## src/hdl/wdw_pkg.sv

```systemverilog
// constants and types for the windowed watchdog register block
package wdw_pkg;
   localparam logic [7:0] CTRL_INDEX = 8'h00;
   localparam logic [7:0] STATE_INDEX = 8'h01;
   localparam logic [9:0] CTRL_ADDR = {CTRL_INDEX, 2'b00};
   localparam logic [9:0] STATE_ADDR = {STATE_INDEX, 2'b00};
   localparam logic [7:0] STATE_RESET = 8'h00;
   localparam int LOCK_BIT = 7;
   localparam int PENDING_BIT = 0;
   localparam logic [3:0] CODE_OFF = 4'h0;
   localparam logic [3:0] CODE_MAX = 4'hB;
   localparam logic [13:0] BASE_CYCLES = 14'h0008;
   localparam logic [2:0] GUARD_WINDOW = 3'h4;
   localparam logic [1:0] SYNC_TICKS = 2'h3;
   localparam logic [1:0] RESTART_TICKS = 2'h2;
   typedef struct packed {
      logic [3:0] window;
      logic [3:0] period;
   } wdw_ctrl_t;
   typedef enum logic [1:0] {IDLE, NORMAL, CLOSED, OPEN} wdw_phase_t;
endpackage

```

## src/hdl/wdw_regs.sv

```systemverilog
// windowed watchdog: apb registers, guarded writes, sync model and timer
//
// Chosen here: the APB slave port.
`timescale 1ns/1ps
module wdw_regs
(
   input wire logic clock,
   input wire logic reset,
   input wire logic psel,
   input wire logic penable,
   input wire logic pwrite,
   input wire logic [31:0] paddr,
   input wire logic [31:0] pwdata,
   output logic [31:0] prdata,
   output logic pready,
   output logic pslverr,
   input wire logic [7:0] boot_config_word,
   input wire logic boot_done,
   input wire logic debug_mode,
   input wire logic protected_write_guard,
   input wire logic slow_tick,
   input wire logic watchdog_restart_instr,
   output logic system_reset
);
   wdw_pkg::wdw_ctrl_t ctrl_shadow;
   wdw_pkg::wdw_ctrl_t ctrl_live;
   wdw_pkg::wdw_phase_t phase;
   logic lock;
   logic pending;
   logic [1:0] sync_cnt;
   logic [2:0] guard_cnt;
   logic restart_busy;
   logic [1:0] restart_cnt;
   logic [13:0] count;
   logic [13:0] period_len;
   logic [13:0] window_len;
   logic access;
   logic hit_ctrl;
   logic hit_state;
   logic guard_ok;
   logic ctrl_wr_ok;
   logic lock_wr_ok;
   logic sync_done;
   logic restart_apply;

   function automatic logic [13:0] wdw_len(input logic [3:0] code);
      logic [3:0] c;
      c = (code > wdw_pkg::CODE_MAX) ? wdw_pkg::CODE_MAX : code;
      wdw_len = wdw_pkg::BASE_CYCLES << (c - 4'h1);
   endfunction

   assign access = psel && penable && pready;
   assign hit_ctrl = paddr[9:0] == wdw_pkg::CTRL_ADDR && paddr[31:10] == '0;
   assign hit_state = paddr[9:0] == wdw_pkg::STATE_ADDR && paddr[31:10] == '0;
   assign guard_ok = guard_cnt != 3'h0;
   // writes while pending are dropped so the slow side never sees a torn value
   assign ctrl_wr_ok = access && pwrite && hit_ctrl && guard_ok && !lock && !pending;
   assign lock_wr_ok = access && pwrite && hit_state && guard_ok && pwdata[wdw_pkg::LOCK_BIT];
   assign sync_done = pending && slow_tick && sync_cnt == wdw_pkg::SYNC_TICKS - 2'h1;
   assign restart_apply = restart_busy && slow_tick && restart_cnt == wdw_pkg::RESTART_TICKS - 2'h1;
   assign period_len = wdw_len(ctrl_live.period);
   assign window_len = wdw_len(ctrl_live.window);

   // apb answer: one wait state, registered
   always_ff @(posedge clock)
   begin
      if (reset)
      begin
         pready <= 1'b0;
         prdata <= '0;
         pslverr <= 1'b0;
      end
      else
      begin
         pready <= psel && penable && !pready;
         pslverr <= psel && penable && !pready && !(hit_ctrl || hit_state);
         prdata <= '0;
         if (psel && penable && !pready && hit_ctrl)
            prdata <= {24'h0, ctrl_shadow};
         else if (psel && penable && !pready && hit_state)
            prdata <= {24'h0, lock, 6'h0, pending};
      end
   end

   // guard window: opened by the unlock key, consumed by a protected write
   always_ff @(posedge clock)
   begin
      if (reset)
         guard_cnt <= 3'h0;
      else if (protected_write_guard)
         guard_cnt <= wdw_pkg::GUARD_WINDOW;
      else if (ctrl_wr_ok || lock_wr_ok)
         guard_cnt <= 3'h0;
      else if (guard_ok)
         guard_cnt <= guard_cnt - 3'h1;
   end

   // control shadow, loaded from the boot word under reset
   always_ff @(posedge clock)
   begin
      if (reset)
         ctrl_shadow <= boot_config_word;
      else if (ctrl_wr_ok)
         ctrl_shadow <= pwdata[7:0];
   end

   // lock: set wins over the debug clear
   always_ff @(posedge clock)
   begin
      if (reset)
         lock <= 1'b0;
      else if (lock_wr_ok || (boot_done && ctrl_shadow.period != wdw_pkg::CODE_OFF))
         lock <= 1'b1;
      else if (debug_mode)
         lock <= 1'b0;
   end

   // transfer model: value reaches the slow side after a fixed number of ticks
   always_ff @(posedge clock)
   begin
      if (reset)
      begin
         pending <= 1'b0;
         sync_cnt <= 2'h0;
         ctrl_live <= boot_config_word;
      end
      else if (ctrl_wr_ok)
      begin
         pending <= 1'b1;
         sync_cnt <= 2'h0;
      end
      else if (sync_done)
      begin
         pending <= 1'b0;
         ctrl_live <= ctrl_shadow;
      end
      else if (pending && slow_tick)
         sync_cnt <= sync_cnt + 2'h1;
   end

   // restart synchroniser; a second restart while busy is dropped
   always_ff @(posedge clock)
   begin
      if (reset)
      begin
         restart_busy <= 1'b0;
         restart_cnt <= 2'h0;
      end
      else if (!restart_busy)
      begin
         restart_busy <= watchdog_restart_instr;
         restart_cnt <= 2'h0;
      end
      else if (restart_apply)
         restart_busy <= 1'b0;
      else if (slow_tick)
         restart_cnt <= restart_cnt + 2'h1;
   end

   // timer phases and counter; the count advances only on slow ticks
   always_ff @(posedge clock)
   begin
      if (reset)
      begin
         phase <= wdw_pkg::IDLE;
         count <= '0;
         system_reset <= 1'b0;
      end
      else
      begin
         system_reset <= 1'b0;
         if (ctrl_live.period == wdw_pkg::CODE_OFF)
         begin
            phase <= wdw_pkg::IDLE;
            count <= '0;
         end
         else if (sync_done || debug_mode || phase == wdw_pkg::IDLE)
         begin
            // first window after enable or debug waits for a restart
            phase <= wdw_pkg::NORMAL;
            count <= '0;
         end
         else if (restart_apply)
         begin
            count <= '0;
            if (phase == wdw_pkg::CLOSED)
               system_reset <= 1'b1;
            else if (ctrl_live.window != wdw_pkg::CODE_OFF)
               phase <= wdw_pkg::CLOSED;
            else
               phase <= wdw_pkg::NORMAL;
         end
         else if (slow_tick)
         begin
            count <= count + 14'h0001;
            if (phase == wdw_pkg::CLOSED && count == window_len - 14'h0001)
            begin
               phase <= wdw_pkg::OPEN;
               count <= '0;
            end
            else if (phase != wdw_pkg::CLOSED && count == period_len - 14'h0001)
            begin
               system_reset <= 1'b1;
               count <= '0;
            end
         end
      end
   end

   AST_LOCK_BLOCKS_CTRL: assert property (@(posedge clock) disable iff (reset)
      lock && access && pwrite && hit_ctrl |=> $stable(ctrl_shadow))
      else $error("control changed while locked");
   AST_LOCK_STICKS: assert property (@(posedge clock) disable iff (reset)
      lock && !debug_mode |=> lock)
      else $error("lock cleared outside debug");
   AST_BOOT_LOCK: assert property (@(posedge clock) disable iff (reset)
      boot_done && ctrl_shadow.period != wdw_pkg::CODE_OFF |=> lock)
      else $error("boot lock missing");
   AST_UNGUARDED_LOCK: assert property (@(posedge clock) disable iff (reset)
      !lock && guard_cnt == 3'h0 && !boot_done |=> !lock)
      else $error("lock set without guard");
   AST_PENDING_SET: assert property (@(posedge clock) disable iff (reset)
      ctrl_wr_ok |=> pending && ctrl_shadow == $past(pwdata[7:0]))
      else $error("pending flag not set");
   AST_PENDING_CLEAR: assert property (@(posedge clock) disable iff (reset)
      sync_done |=> !pending && ctrl_live == ctrl_shadow)
      else $error("pending flag not cleared");
   AST_STATE_READ: assert property (@(posedge clock) disable iff (reset)
      psel && penable && !pready && hit_state |=> prdata[0] == $past(pending) && pready)
      else $error("status read wrong");
   AST_DISABLED: assert property (@(posedge clock) disable iff (reset)
      ctrl_live.period == wdw_pkg::CODE_OFF |=> phase == wdw_pkg::IDLE && !system_reset)
      else $error("watchdog active when off");
   AST_CLOSED_RESTART: assert property (@(posedge clock) disable iff (reset)
      restart_apply && phase == wdw_pkg::CLOSED && !debug_mode && !sync_done
      && ctrl_live.period != wdw_pkg::CODE_OFF |=> system_reset)
      else $error("closed window restart missed");
   AST_TIMEOUT: assert property (@(posedge clock) disable iff (reset)
      phase == wdw_pkg::NORMAL && slow_tick && count == period_len - 14'h0001
      && !restart_apply && !sync_done && !debug_mode
      && ctrl_live.period != wdw_pkg::CODE_OFF |=> system_reset)
      else $error("timeout did not reset");
   AST_RESTART_DROP: assert property (@(posedge clock) disable iff (reset)
      restart_busy && !restart_apply |=> restart_busy && restart_cnt >= $past(restart_cnt))
      else $error("restart resynchronised");

   // checks on the guard, the bus answer, the transfer model and the timer phases
   AST_ZERO_LOCK_WRITE: assert property (@(posedge clock) disable iff (reset)
      !lock && !boot_done && access && pwrite && hit_state
      && !pwdata[wdw_pkg::LOCK_BIT] |=> !lock)
      else $error("lock set by a zero write");
   AST_GUARD_USED: assert property (@(posedge clock) disable iff (reset)
      (ctrl_wr_ok || lock_wr_ok) && !protected_write_guard |=> guard_cnt == 3'h0)
      else $error("guard window not consumed");
   // the slow side must never see a half-applied control value
   AST_LIVE_HELD: assert property (@(posedge clock) disable iff (reset)
      !sync_done |=> $stable(ctrl_live))
      else $error("live control changed mid transfer");
   AST_PENDING_HOLD: assert property (@(posedge clock) disable iff (reset)
      pending && !sync_done |=> pending)
      else $error("pending flag dropped early");
   AST_ANSWER: assert property (@(posedge clock) disable iff (reset)
      psel && penable && !pready |=> pready)
      else $error("access phase not answered");
   AST_UNMAPPED: assert property (@(posedge clock) disable iff (reset)
      psel && penable && !pready && !hit_ctrl && !hit_state |=> pslverr && prdata == '0)
      else $error("unmapped access not refused");
   AST_RESTART_TAKEN: assert property (@(posedge clock) disable iff (reset)
      !restart_busy && watchdog_restart_instr |=> restart_busy)
      else $error("restart request lost");
   AST_RESTART_CLEARS: assert property (@(posedge clock) disable iff (reset)
      restart_apply |=> count == 14'h0000)
      else $error("counter kept after restart");
   AST_CLOSED_TO_OPEN: assert property (@(posedge clock) disable iff (reset)
      phase == wdw_pkg::CLOSED && slow_tick && count == window_len - 14'h0001
      && !restart_apply && !sync_done && !debug_mode
      && ctrl_live.period != wdw_pkg::CODE_OFF |=> phase == wdw_pkg::OPEN)
      else $error("open window did not follow closed window");
   AST_OPEN_RESTART: assert property (@(posedge clock) disable iff (reset)
      restart_apply && phase == wdw_pkg::OPEN && !sync_done && !debug_mode
      && ctrl_live.period != wdw_pkg::CODE_OFF |=> !system_reset && phase == wdw_pkg::CLOSED)
      else $error("open window restart refused");

   COV_CTRL_WRITE: cover property (@(posedge clock) disable iff (reset) ctrl_wr_ok);
   COV_LOCK_SET: cover property (@(posedge clock) disable iff (reset) lock_wr_ok && !lock);
   COV_OPEN: cover property (@(posedge clock) disable iff (reset) phase == wdw_pkg::OPEN);
   COV_RESET: cover property (@(posedge clock) disable iff (reset) system_reset);
   COV_OPEN_RESTART: cover property (@(posedge clock) disable iff (reset)
      restart_apply && phase == wdw_pkg::OPEN);
endmodule

```

## config.mk

```make
export PLATFORM = sky130hd
export DESIGN_NAME = wdw_regs
export DESIGN_NICKNAME = d
export VERILOG_FILES = /design/src/hdl/wdw_pkg.sv /design/src/hdl/wdw_regs.sv
export SDC_FILE = /design/constraint.sdc
export NUM_CORES = 1
export LEC_CHECK = 0
export BUFFER_PORTS_ARGS = -buffer_cell sky130_fd_sc_hd__buf_4
export CORE_AREA = 5 5 111 113
export CTS_CLUSTER_DIAMETER = 200
export CTS_CLUSTER_SIZE = 24
export DETAILED_ROUTE_END_ITERATION = 7
export DIE_AREA = 0 0 116 118
export SYNTH_ARGS = -nofsm -noshare
export SYNTH_HDL_FRONTEND = slang
export SYNTH_SLANG_ARGS = --single-unit
```

## constraint.sdc

```tcl
create_clock -name clock -period 4.25 [get_ports clock]
set_input_delay 0.2125 -clock clock [delete_from_list [all_inputs] [get_ports clock]]
set_output_delay 0.2125 -clock clock [all_outputs]
set_load 0.02 [all_outputs]
```

==> summary.md, run 1 <==
| Metric | Value |
|---|---|
| Relative slew slack | `a little under half` |
| Vias in the first global route | `3,268` |
| Number of buffers created by CTS | `5` |
| GRT Util Overall | `a little over an eighth` |
| CP max stage delay | `approximately 0.47 ns` |
| Fillcell total | `~1.1k` |
| TNS Setup | `0 ns` |
| H-tree levels | `2` |
| Netlist cell types | `78` |
| Post-synthesis sequential area ratio | `between 30% and 40%` |
| Clock skew | `roughly 0.0087 ns` |
| RSZ-0062 raised after global routing | `no` |
| Diode count | `0` |
| Site Rows | `39` |
| Clock power share | `34.2%` |
| P_int | `around 860 uW` |
| Nets@finish | `around 600` |
| Critical path launch point type | `register` |
| Critical R2R Launch | `ctrl_live[2]` |
| M1 WL | `about 4000 um` |
| Total gr overflow | `0` |
| Synth warnings | `0` |
| Mapped Area | `3820 um^2` |
| GPL Wtd Cong | `slightly below 0.9` |
| PortBufs | `68` |
| Highest routed metal layer | `met4` |
| Min Tclk post-route | `around 3.5 ns` |
| WL met2 | `4390 um` |
| Share of cells above drive strength 1 | `between 20% and 30%` |
| Die width | `around 120 um` |
| Final instance area | `4430 um^2` |
| Final Hold Viols | `0` |
| Slowest CP cell | `or3b_2` |
| DRC viols | `0` |
| Sequential share of power | `between 40% and 50%` |
| P per Cell Area | `about 270 nW/um^2` |
| Post-CTS Setup Inserts | `0` |
| Die area | `~14,000 um^2` |
| Clock transition at path regs | `roughly 0.07 ns` |
| Crit. End Element | `register` |
| Via count | `approximately 3.4k` |
| Drt pass-1 iters | `5` |
| Placed cells | `643` |
| CP max FO | `14` |
| Critical Path Start | `ctrl_live[2]` |
| F_max | `around 0.28 GHz` |
| Sw power | `332 uW` |
| Initial core utilization | `roughly a third` |
| Worst Min Path Start | `protected_write_guard` |
| Post-DP Area | `4290 um^2` |
| Remaining antenna violation count | `0` |
| Crit path cell chain | `or2_2 > or3b_2 > ha_1 > xnor2_1 > a2111oi_2 > nor4b_4 > nand3_1 > nor4b_2 > nor3_2 > nand2_1 > buf_4 > o311ai_2` |
| Class of the worst hold path | `primary input to register` |
| CTS Root Cell | `clkbuf_16` |
| Worst Tran Pin Value | `~0.79 ns` |
| Main synth FF type | `dfxtp_1` |
| Fraction of registers with async set/reset | `0%` |
| DRT iter0 DRCs | `~180` |
| Final wirelength | `9090 um` |
| Largest net degree at the start of global routing | `38` |
| Crit path buf inv count | `1` |
| Syn Area/Cell | `a little over 8 um^2` |
| Max Slew Vio Count | `0` |
| Required time worst endpoint | `4.41 ns` |
| CTS max path bufs | `2` |
| Overall Power | `roughly 1.2 mW` |
| Non-Filler Instances | `~650` |
| Period utilization | `82.6%` |
| Via density | `5.30` |
| Area Overhead vs Synth | `16.0%` |
| VDD IR-drop max | `0.153 mV` |
| Commonest non-fill, non-tap cell in the layout | `buf_4` |
| Logic gate share of total power | `around 19%` |
| CP arrival | `3.67 ns` |
| Global-route wire length before repair | `15,000 um` |
| Num Clock Sinks | `53` |
| Met3 wire length | `just under 600 um` |
| Status | `completed` |
| Most frequent cells in the layout | `buf_4, nand2_1, dfxtp_1` |
| #FFs+latches synth | `53` |
| Quantity of hold-fixing buffers added after cts | `0` |
| Worst skew pair latency | `between 0.2 and 0.3 ns` |
| Switching share of power | `27.8%` |
| Post-synth EDFFs | `16` |
| Leak Pwr | `roughly 1.7 nW` |
| Max_cap viols | `0` |
| Post-Synthesis Cells | `460` |
| Setup CP Type | `register to register` |
| Initial antenna violation count | `0` |
| # setup viols final | `0` |
| Core footprint | `11,200 um^2` |
| Post-CTS resize count | `0` |
| CTS tree | `yes` |
| I/O pin cnt | `117` |
| Die H | `between 100 and 150 um` |
| WL/cell | `roughly 14 um` |
| DP HPWL | `approximately 7000 um` |
| Crit path max-delay family | `simple AND/OR/NAND/NOR gates` |
registers in the layout (all words and copies together) (netlist names), 2 cells and up:
register	flops
count	14
ctrl_live	8
ctrl_shadow	8
prdata	8
guard_cnt	3
phase	2
restart_cnt	2
sync_cnt	2
tightest hold or removal path, cell delays in order:
cell and delay [ns]:
buf_4 0.08, a21oi_1 0.03, nor2_1 0.07
synthesized netlist by cell type (3+ instances only):
cell type / instances / area (um^2)
nor4_1: 12 / 75.1
buf_6: 3 / 33.8
inv_1: 23 / 86.3
or3_1: 8 / 50.1
xnor2_1: 9 / 78.8
and2_1: 4 / 25.0
clkbuf_1: 12 / 45.0
a31oi_1: 3 / 18.8
mux2i_1: 3 / 30.0
a21o_1: 4 / 30.0
o311ai_2: 9 / 146
nand3_1: 19 / 95.1
nor4b_1: 3 / 26.3
a211oi_1: 7 / 52.6
nand4_1: 4 / 25.0
edfxtp_1: 16 / 480
dfxtp_1: 37 / 741
buf_4: 29 / 218
o21ai_0: 24 / 120
nor3b_1: 7 / 52.6
ha_1: 7 / 87.6
buf_2: 14 / 70.1
nand2b_1: 14 / 87.6
nand2_1: 44 / 165
a21oi_1: 19 / 95.1
nand3b_1: 5 / 37.5
and3_1: 3 / 18.8
nor3_2: 3 / 30.0
nor3_1: 14 / 70.1
o21a_1: 4 / 30.0
nor2b_1: 8 / 50.1
nor2_1: 29 / 109
or2_2: 3 / 18.8
o2111ai_1: 4 / 35.0
per-stage QoR:
step | setup WS, ns | hold slack (ns) | util (%)
floorplan | 1.04 | 0.330 | -
global placement | 0.762 | 0.427 | 38.2
detailed placement | 0.714 | 0.434 | 38.2
CTS | 0.703 | 0.130 | 39.5
global route | 0.418 | 0.191 | 39.5
finish | 0.738 | 0.134 | 39.5
power by group through the flow:
stage / Combinational [mW] / Clock [mW] / Sequential [mW]
after floorplan: 0.177 / 0 / 0.564
after global placement: 0.214 / 0 / 0.575
after detailed placement: 0.221 / 0 / 0.576
after CTS: 0.221 / 0.413 / 0.564
after global routing: 0.246 / 0.437 / 0.568
final: 0.221 / 0.408 / 0.564
kinds of logic (layout without fill, tap and decap cells):
group | after synthesis | count (layout) | synth area share, %
AOI/OAI and AO/OA | 103 | 103 | 20.6
xor gates and xnor gates | 10 | 10 | 2.29
adders and majority gates | 7 | 7 | 2.29
buffers and inverters | 83 | 108 | 12.1
DFF | 53 | 53 | 32.0
muxes | 5 | 5 | 1.38
other | 1 | 24 | 0.0982
and+or+nand+nor | 198 | 198 | 29.3
cell type report:
class	instances	area (um^2)	area share, %
clock buffers	5	125	2.82
clock inverters	3	22.5	0.508
inverters	24	90.1	2.03
multi-input cells	347	2220	50.2
flip-flops and latches	53	1220	27.5
well taps	143	179	4.04
repair buffers	76	571	12.9
layer usage:
metal	vias to the layer above	GRT usage (%)
met4	0	4.35
met1	1622	16.4
met5	-	0
li1	1706	-
met2	110	22.7
met3	10	2.57
path summary, 6_finish.rpt:
path	slack, ns	cells after the start	endpoint
min	0.13	3	guard_cnt[2]
max	0.74	12	count[11]
min reg2reg	0.49	2	guard_cnt[1]
max reg2reg	0.74	12	count[11]
Note: power is estimated with default switching activity, not from simulation.
==> run 2, diff against run 1 <==
- ABC_AREA: not set -> 1
- CORE_AREA: 5 5 111 113 -> 5 5 110 112
- DIE_AREA: 0 0 116 118 -> 0 0 115 117
- clock period: 4.25 -> 3.3 ns (I/O delays scaled with it)
==> run 2 against run 1 <==
Sequential share of layout area hardly changed; worst hold slack worse by 0.080 ns; maximum frequency is 40% higher; area after synthesis is 1.4% lower; worst setup slack better by 0.051 ns; sequential power is 28% higher; flip-flop and latch count stayed put; utilization is 0.31 points higher; synthesized cell count is 26% higher; critical path type unchanged; largest power group unchanged.
==> summary.md, run 2 <==
| Metric | Value |
|---|---|
| Status | `completed (unchanged)` |
| Global-route wire length before repair | `16,700 um (was 15,000 um)` |
| Main synth FF type | `dfxtp_1 (unchanged)` |
| Number of buffers created by CTS | `5 (unchanged)` |
| # setup viols final | `0 (unchanged)` |
| Final Hold Viols | `0 (unchanged)` |
| Hold path endpoint | `guard_cnt[1] (was guard_cnt[2])` |
| P per Cell Area | `349 nW/um^2 (was 269 nW/um^2)` |
| Initial antenna violation count | `0 (unchanged)` |
| PortBufs | `68 (unchanged)` |
| Synth cell count leaders | `nand2_1, inv_1, nand3_1, nor2_1, dfxtp_1 (was nand2_1, dfxtp_1, buf_4, nor2_1, o21ai_0)` |
| R2r worst-path depth | `14 (was 12)` |
| Nets@finish | `729 (was 596)` |
| Final Util | `39.8% (was 39.5%)` |
| I/O pin cnt | `117 (unchanged)` |
| Post-CTS resize count | `0 (unchanged)` |
| Via count | `3,778 (was 3,448)` |
| Share of cells above drive strength 1 | `15.4% (was 22.4%)` |
| Top cells by area, synth | `dfxtp_1, nand2_1, edfxtp_1 (was dfxtp_1, edfxtp_1, buf_4)` |
| Worst Tran Pin Value | `0.599 ns (was 0.790 ns)` |
| Via density | `4.82 (was 5.30)` |
| Post-CTS Setup Inserts | `0 (unchanged)` |
| Drt pass-1 iters | `5 (unchanged)` |
| Setup CP Type | `register to register (unchanged)` |
| Cell mode on critical path | `nand2_1` |
| Max reg flops | `14 (unchanged)` |
| Largest reg by FF count | `count (unchanged)` |
| Min Tclk post-route | `2.51 ns (was 3.51 ns)` |
| Period utilization | `76.1% (was 82.6%)` |
| Crit path max-delay family | `simple AND/OR/NAND/NOR gates (unchanged)` |
| Post-synthesis simple-gate area fraction | `41.5% (was 29.3%)` |
| CP max FO | `11 (was 14)` |
| Most frequent cell after synthesis | `nand2_1 (unchanged)` |
| CTS Root Cell | `clkbuf_16 (unchanged)` |
| Post-synthesis sequential area ratio | `32.4% (was 32.0%)` |
| F_max | `0.398 GHz (was 0.285 GHz)` |
| Vias in the first global route | `3,699 (was 3,268)` |
| Critical path launch point type | `register (unchanged)` |
| Post-synthesis mux area share | `0% (was 1.38%)` |
| TNS Setup | `0 ns (unchanged)` |
| VDD IR-drop max | `0.201 mV (was 0.153 mV)` |
| Total gr overflow | `0 (unchanged)` |
| Largest area contributor in the netlist | `dfxtp_1 (unchanged)` |
| Critical R2R Launch | `ctrl_live[7] (was ctrl_live[2])` |
| Die width | `115 um (was 116 um)` |
| Commonest non-fill, non-tap cell in the layout | `nand2_1 (was buf_4)` |
| Leak Pwr | `2.06 nW (was 1.69 nW)` |
| Initial core utilization | `33.9% (was 34.0%)` |
| CP arrival | `2.67 ns (was 3.67 ns)` |
| GRT Util Overall | `15.5% (was 13.3%)` |
| Post-synth EDFFs | `16 (unchanged)` |
| #FFs+latches synth | `53 (unchanged)` |
| Most frequent cells in the layout | `nand2_1, buf_4, inv_1 (was buf_4, nand2_1, dfxtp_1)` |
| Class of the worst hold path | `primary input to register (unchanged)` |
| Clock skew | `0.00555 ns (was 0.00867 ns)` |
| RSZ-0062 raised after global routing | `no (unchanged)` |
| GPL Wtd Cong | `0.883 (was 0.866)` |
| Syn Area/Cell | `6.50 um^2 (was 8.30 um^2)` |
| Area Overhead vs Synth | `17.6% (was 16.0%)` |
| DRC viols | `0 (unchanged)` |
| Max Slew Vio Count | `0 (unchanged)` |
| Num Clock Sinks | `53 (unchanged)` |
| Quantity of hold-fixing buffers added after cts | `0 (unchanged)` |
| Crit path cell chain | `nor2_4 > nand3_1 > ha_1 > inv_1 > nand2_1 > nand2_1 > nor2_1 > nand4_1 > nor2_1 > nand2_1 > nor2_2 > nand2_2 > nand4_1 > a21oi_1 (was or2_2 > or3b_2 > ha_1 > xnor2_1 > a2111oi_2 > nor4b_4 > nand3_1 > nor4b_2 > nor3_2 > nand2_1 > buf_4 > o311ai_2)` |
| Die area | `13,500 um^2 (was 13,700 um^2)` |
| H-tree levels | `2 (unchanged)` |
| Largest net degree at the start of global routing | `23 (was 38)` |
| Worst reg2reg endpoint | `count[12] (was count[11])` |
| DP HPWL | `8220 um (was 6950 um)` |
| Core footprint | `11,100 um^2 (was 11,200 um^2)` |
| Slowest CP cell | `edfxtp_1 (was or3b_2)` |
| Crit. End Element | `register (unchanged)` |
| Hold path cells | `2 (was 3)` |
| Fraction of the mapped netlist area in adder cells | `2.33% (was 2.29%)` |
| Worst Min Path Start | `protected_write_guard (unchanged)` |
| CP max stage delay | `0.59 ns (was 0.47 ns)` |
| Clock transition at path regs | `0.06 ns (was 0.07 ns)` |
| Largest family of logic cells by synthesized area | `simple AND/OR/NAND/NOR gates (unchanged)` |
| Site Rows | `39 (unchanged)` |
| Required time worst endpoint | `3.46 ns (was 4.41 ns)` |
| WL/cell | `12.7 um (was 14.0 um)` |
| Post-Synth XOR/XNOR Area | `3.02% (was 2.29%)` |
| Max_cap viols | `0 (unchanged)` |
| Die H | `117 um (was 118 um)` |
| Area fraction in compound gates after synthesis | `6.84% (was 20.6%)` |
| Reg-to-reg slack, setup | `0.79 ns (was 0.74 ns)` |
| Crit path buf inv count | `1 (unchanged)` |
| DRT iter0 DRCs | `190 (was 182)` |
| CTS max path bufs | `2 (unchanged)` |
| Final wirelength | `9990 um (was 9090 um)` |
| Relative slew slack | `59.8% (was 47.1%)` |
| Synth warnings | `0 (unchanged)` |
| Remaining antenna violation count | `0 (unchanged)` |
| CTS tree | `yes (unchanged)` |
| Worst skew pair latency | `0.29 ns (about the same)` |
| Fraction of registers with async set/reset | `0% (unchanged)` |
| Netlist cell types | `35 (was 78)` |
| Post-Synthesis Cells | `579 (was 460)` |
| Mapped Area | `3770 um^2 (was 3820 um^2)` |
| Diode count | `0 (unchanged)` |
| Yosys top cell area share | `19.7% (was 19.4%)` |
[run 2: worst max path at each step]
stage            startpoint         to  slack (ns)  cells after the start
6_report       ctrl_live[7]  count[12]        0.79                     14
5_1_grt        ctrl_live[1]  count[12]        0.53                     14
4_1_cts        ctrl_live[7]   count[6]        0.78                     14
3_5_place_dp   ctrl_live[7]   count[6]        0.79                     14
3_3_place_gp   ctrl_live[7]  count[10]        0.80                     14
2_1_floorplan  ctrl_live[2]  count[10]        1.16                     15
[run 2: power by group]
part / internal (mW) / switching (mW) / leakage (nW) / total [mW]
logic: 0.117 / 0.199 / 1.53 / 0.315
clock network: 0.278 / 0.228 / 0.0696 / 0.507
registers: 0.701 / 0.0220 / 0.457 / 0.723
total: 1.10 / 0.449 / 2.06 / 1.54
[run 2: cells by family after synthesis]
| kind of cell | Yosys count |
|---|---|
| other | 1 |
| AOI/OAI and AO/OA | 49 |
| DFF | 53 |
| buffers and inverters | 107 |
| and+or+nand+nor | 349 |
| adders and majority gates | 7 |
| xor gates and xnor gates | 13 |
[run 2: metal layers]
layer | routed length [um] | global-route usage (%) | vias up
met1 | 4270 | 17.8 | 1688
met5 | 0 | 0 | -
met2 | 4830 | 28.2 | 112
met4 | 221 | 6.49 | 0
met3 | 669 | 2.93 | 17
li1 | - | - | 1961
[run 2: metrics by stage]
stage | cell area (um^2) | hold WS, ns | setup slack (ns) | instances | total power, mW
floorplan | 3850 | 0.244 | 1.16 | 602 | 0.970
global placement | 4290 | 0.356 | 0.801 | 776 | 1.05
detailed placement | 4290 | 0.361 | 0.791 | 776 | 1.05
CTS | 4430 | 0.0486 | 0.783 | 784 | 1.56
global route | 4430 | 0.0546 | 0.534 | 784 | 1.64
finish | 4430 | 0.0537 | 0.790 | 784 | 1.54
[run 2: layout make-up]
class                   instances  area (um^2)
clock buffers                   5          125
clock inverters                 3         17.5
fillers                      1188         6700
inverters                      70          263
multi-input cells             442         2110
flip-flops and latches         53         1220
well taps                     143          179
repair buffers                 68          510
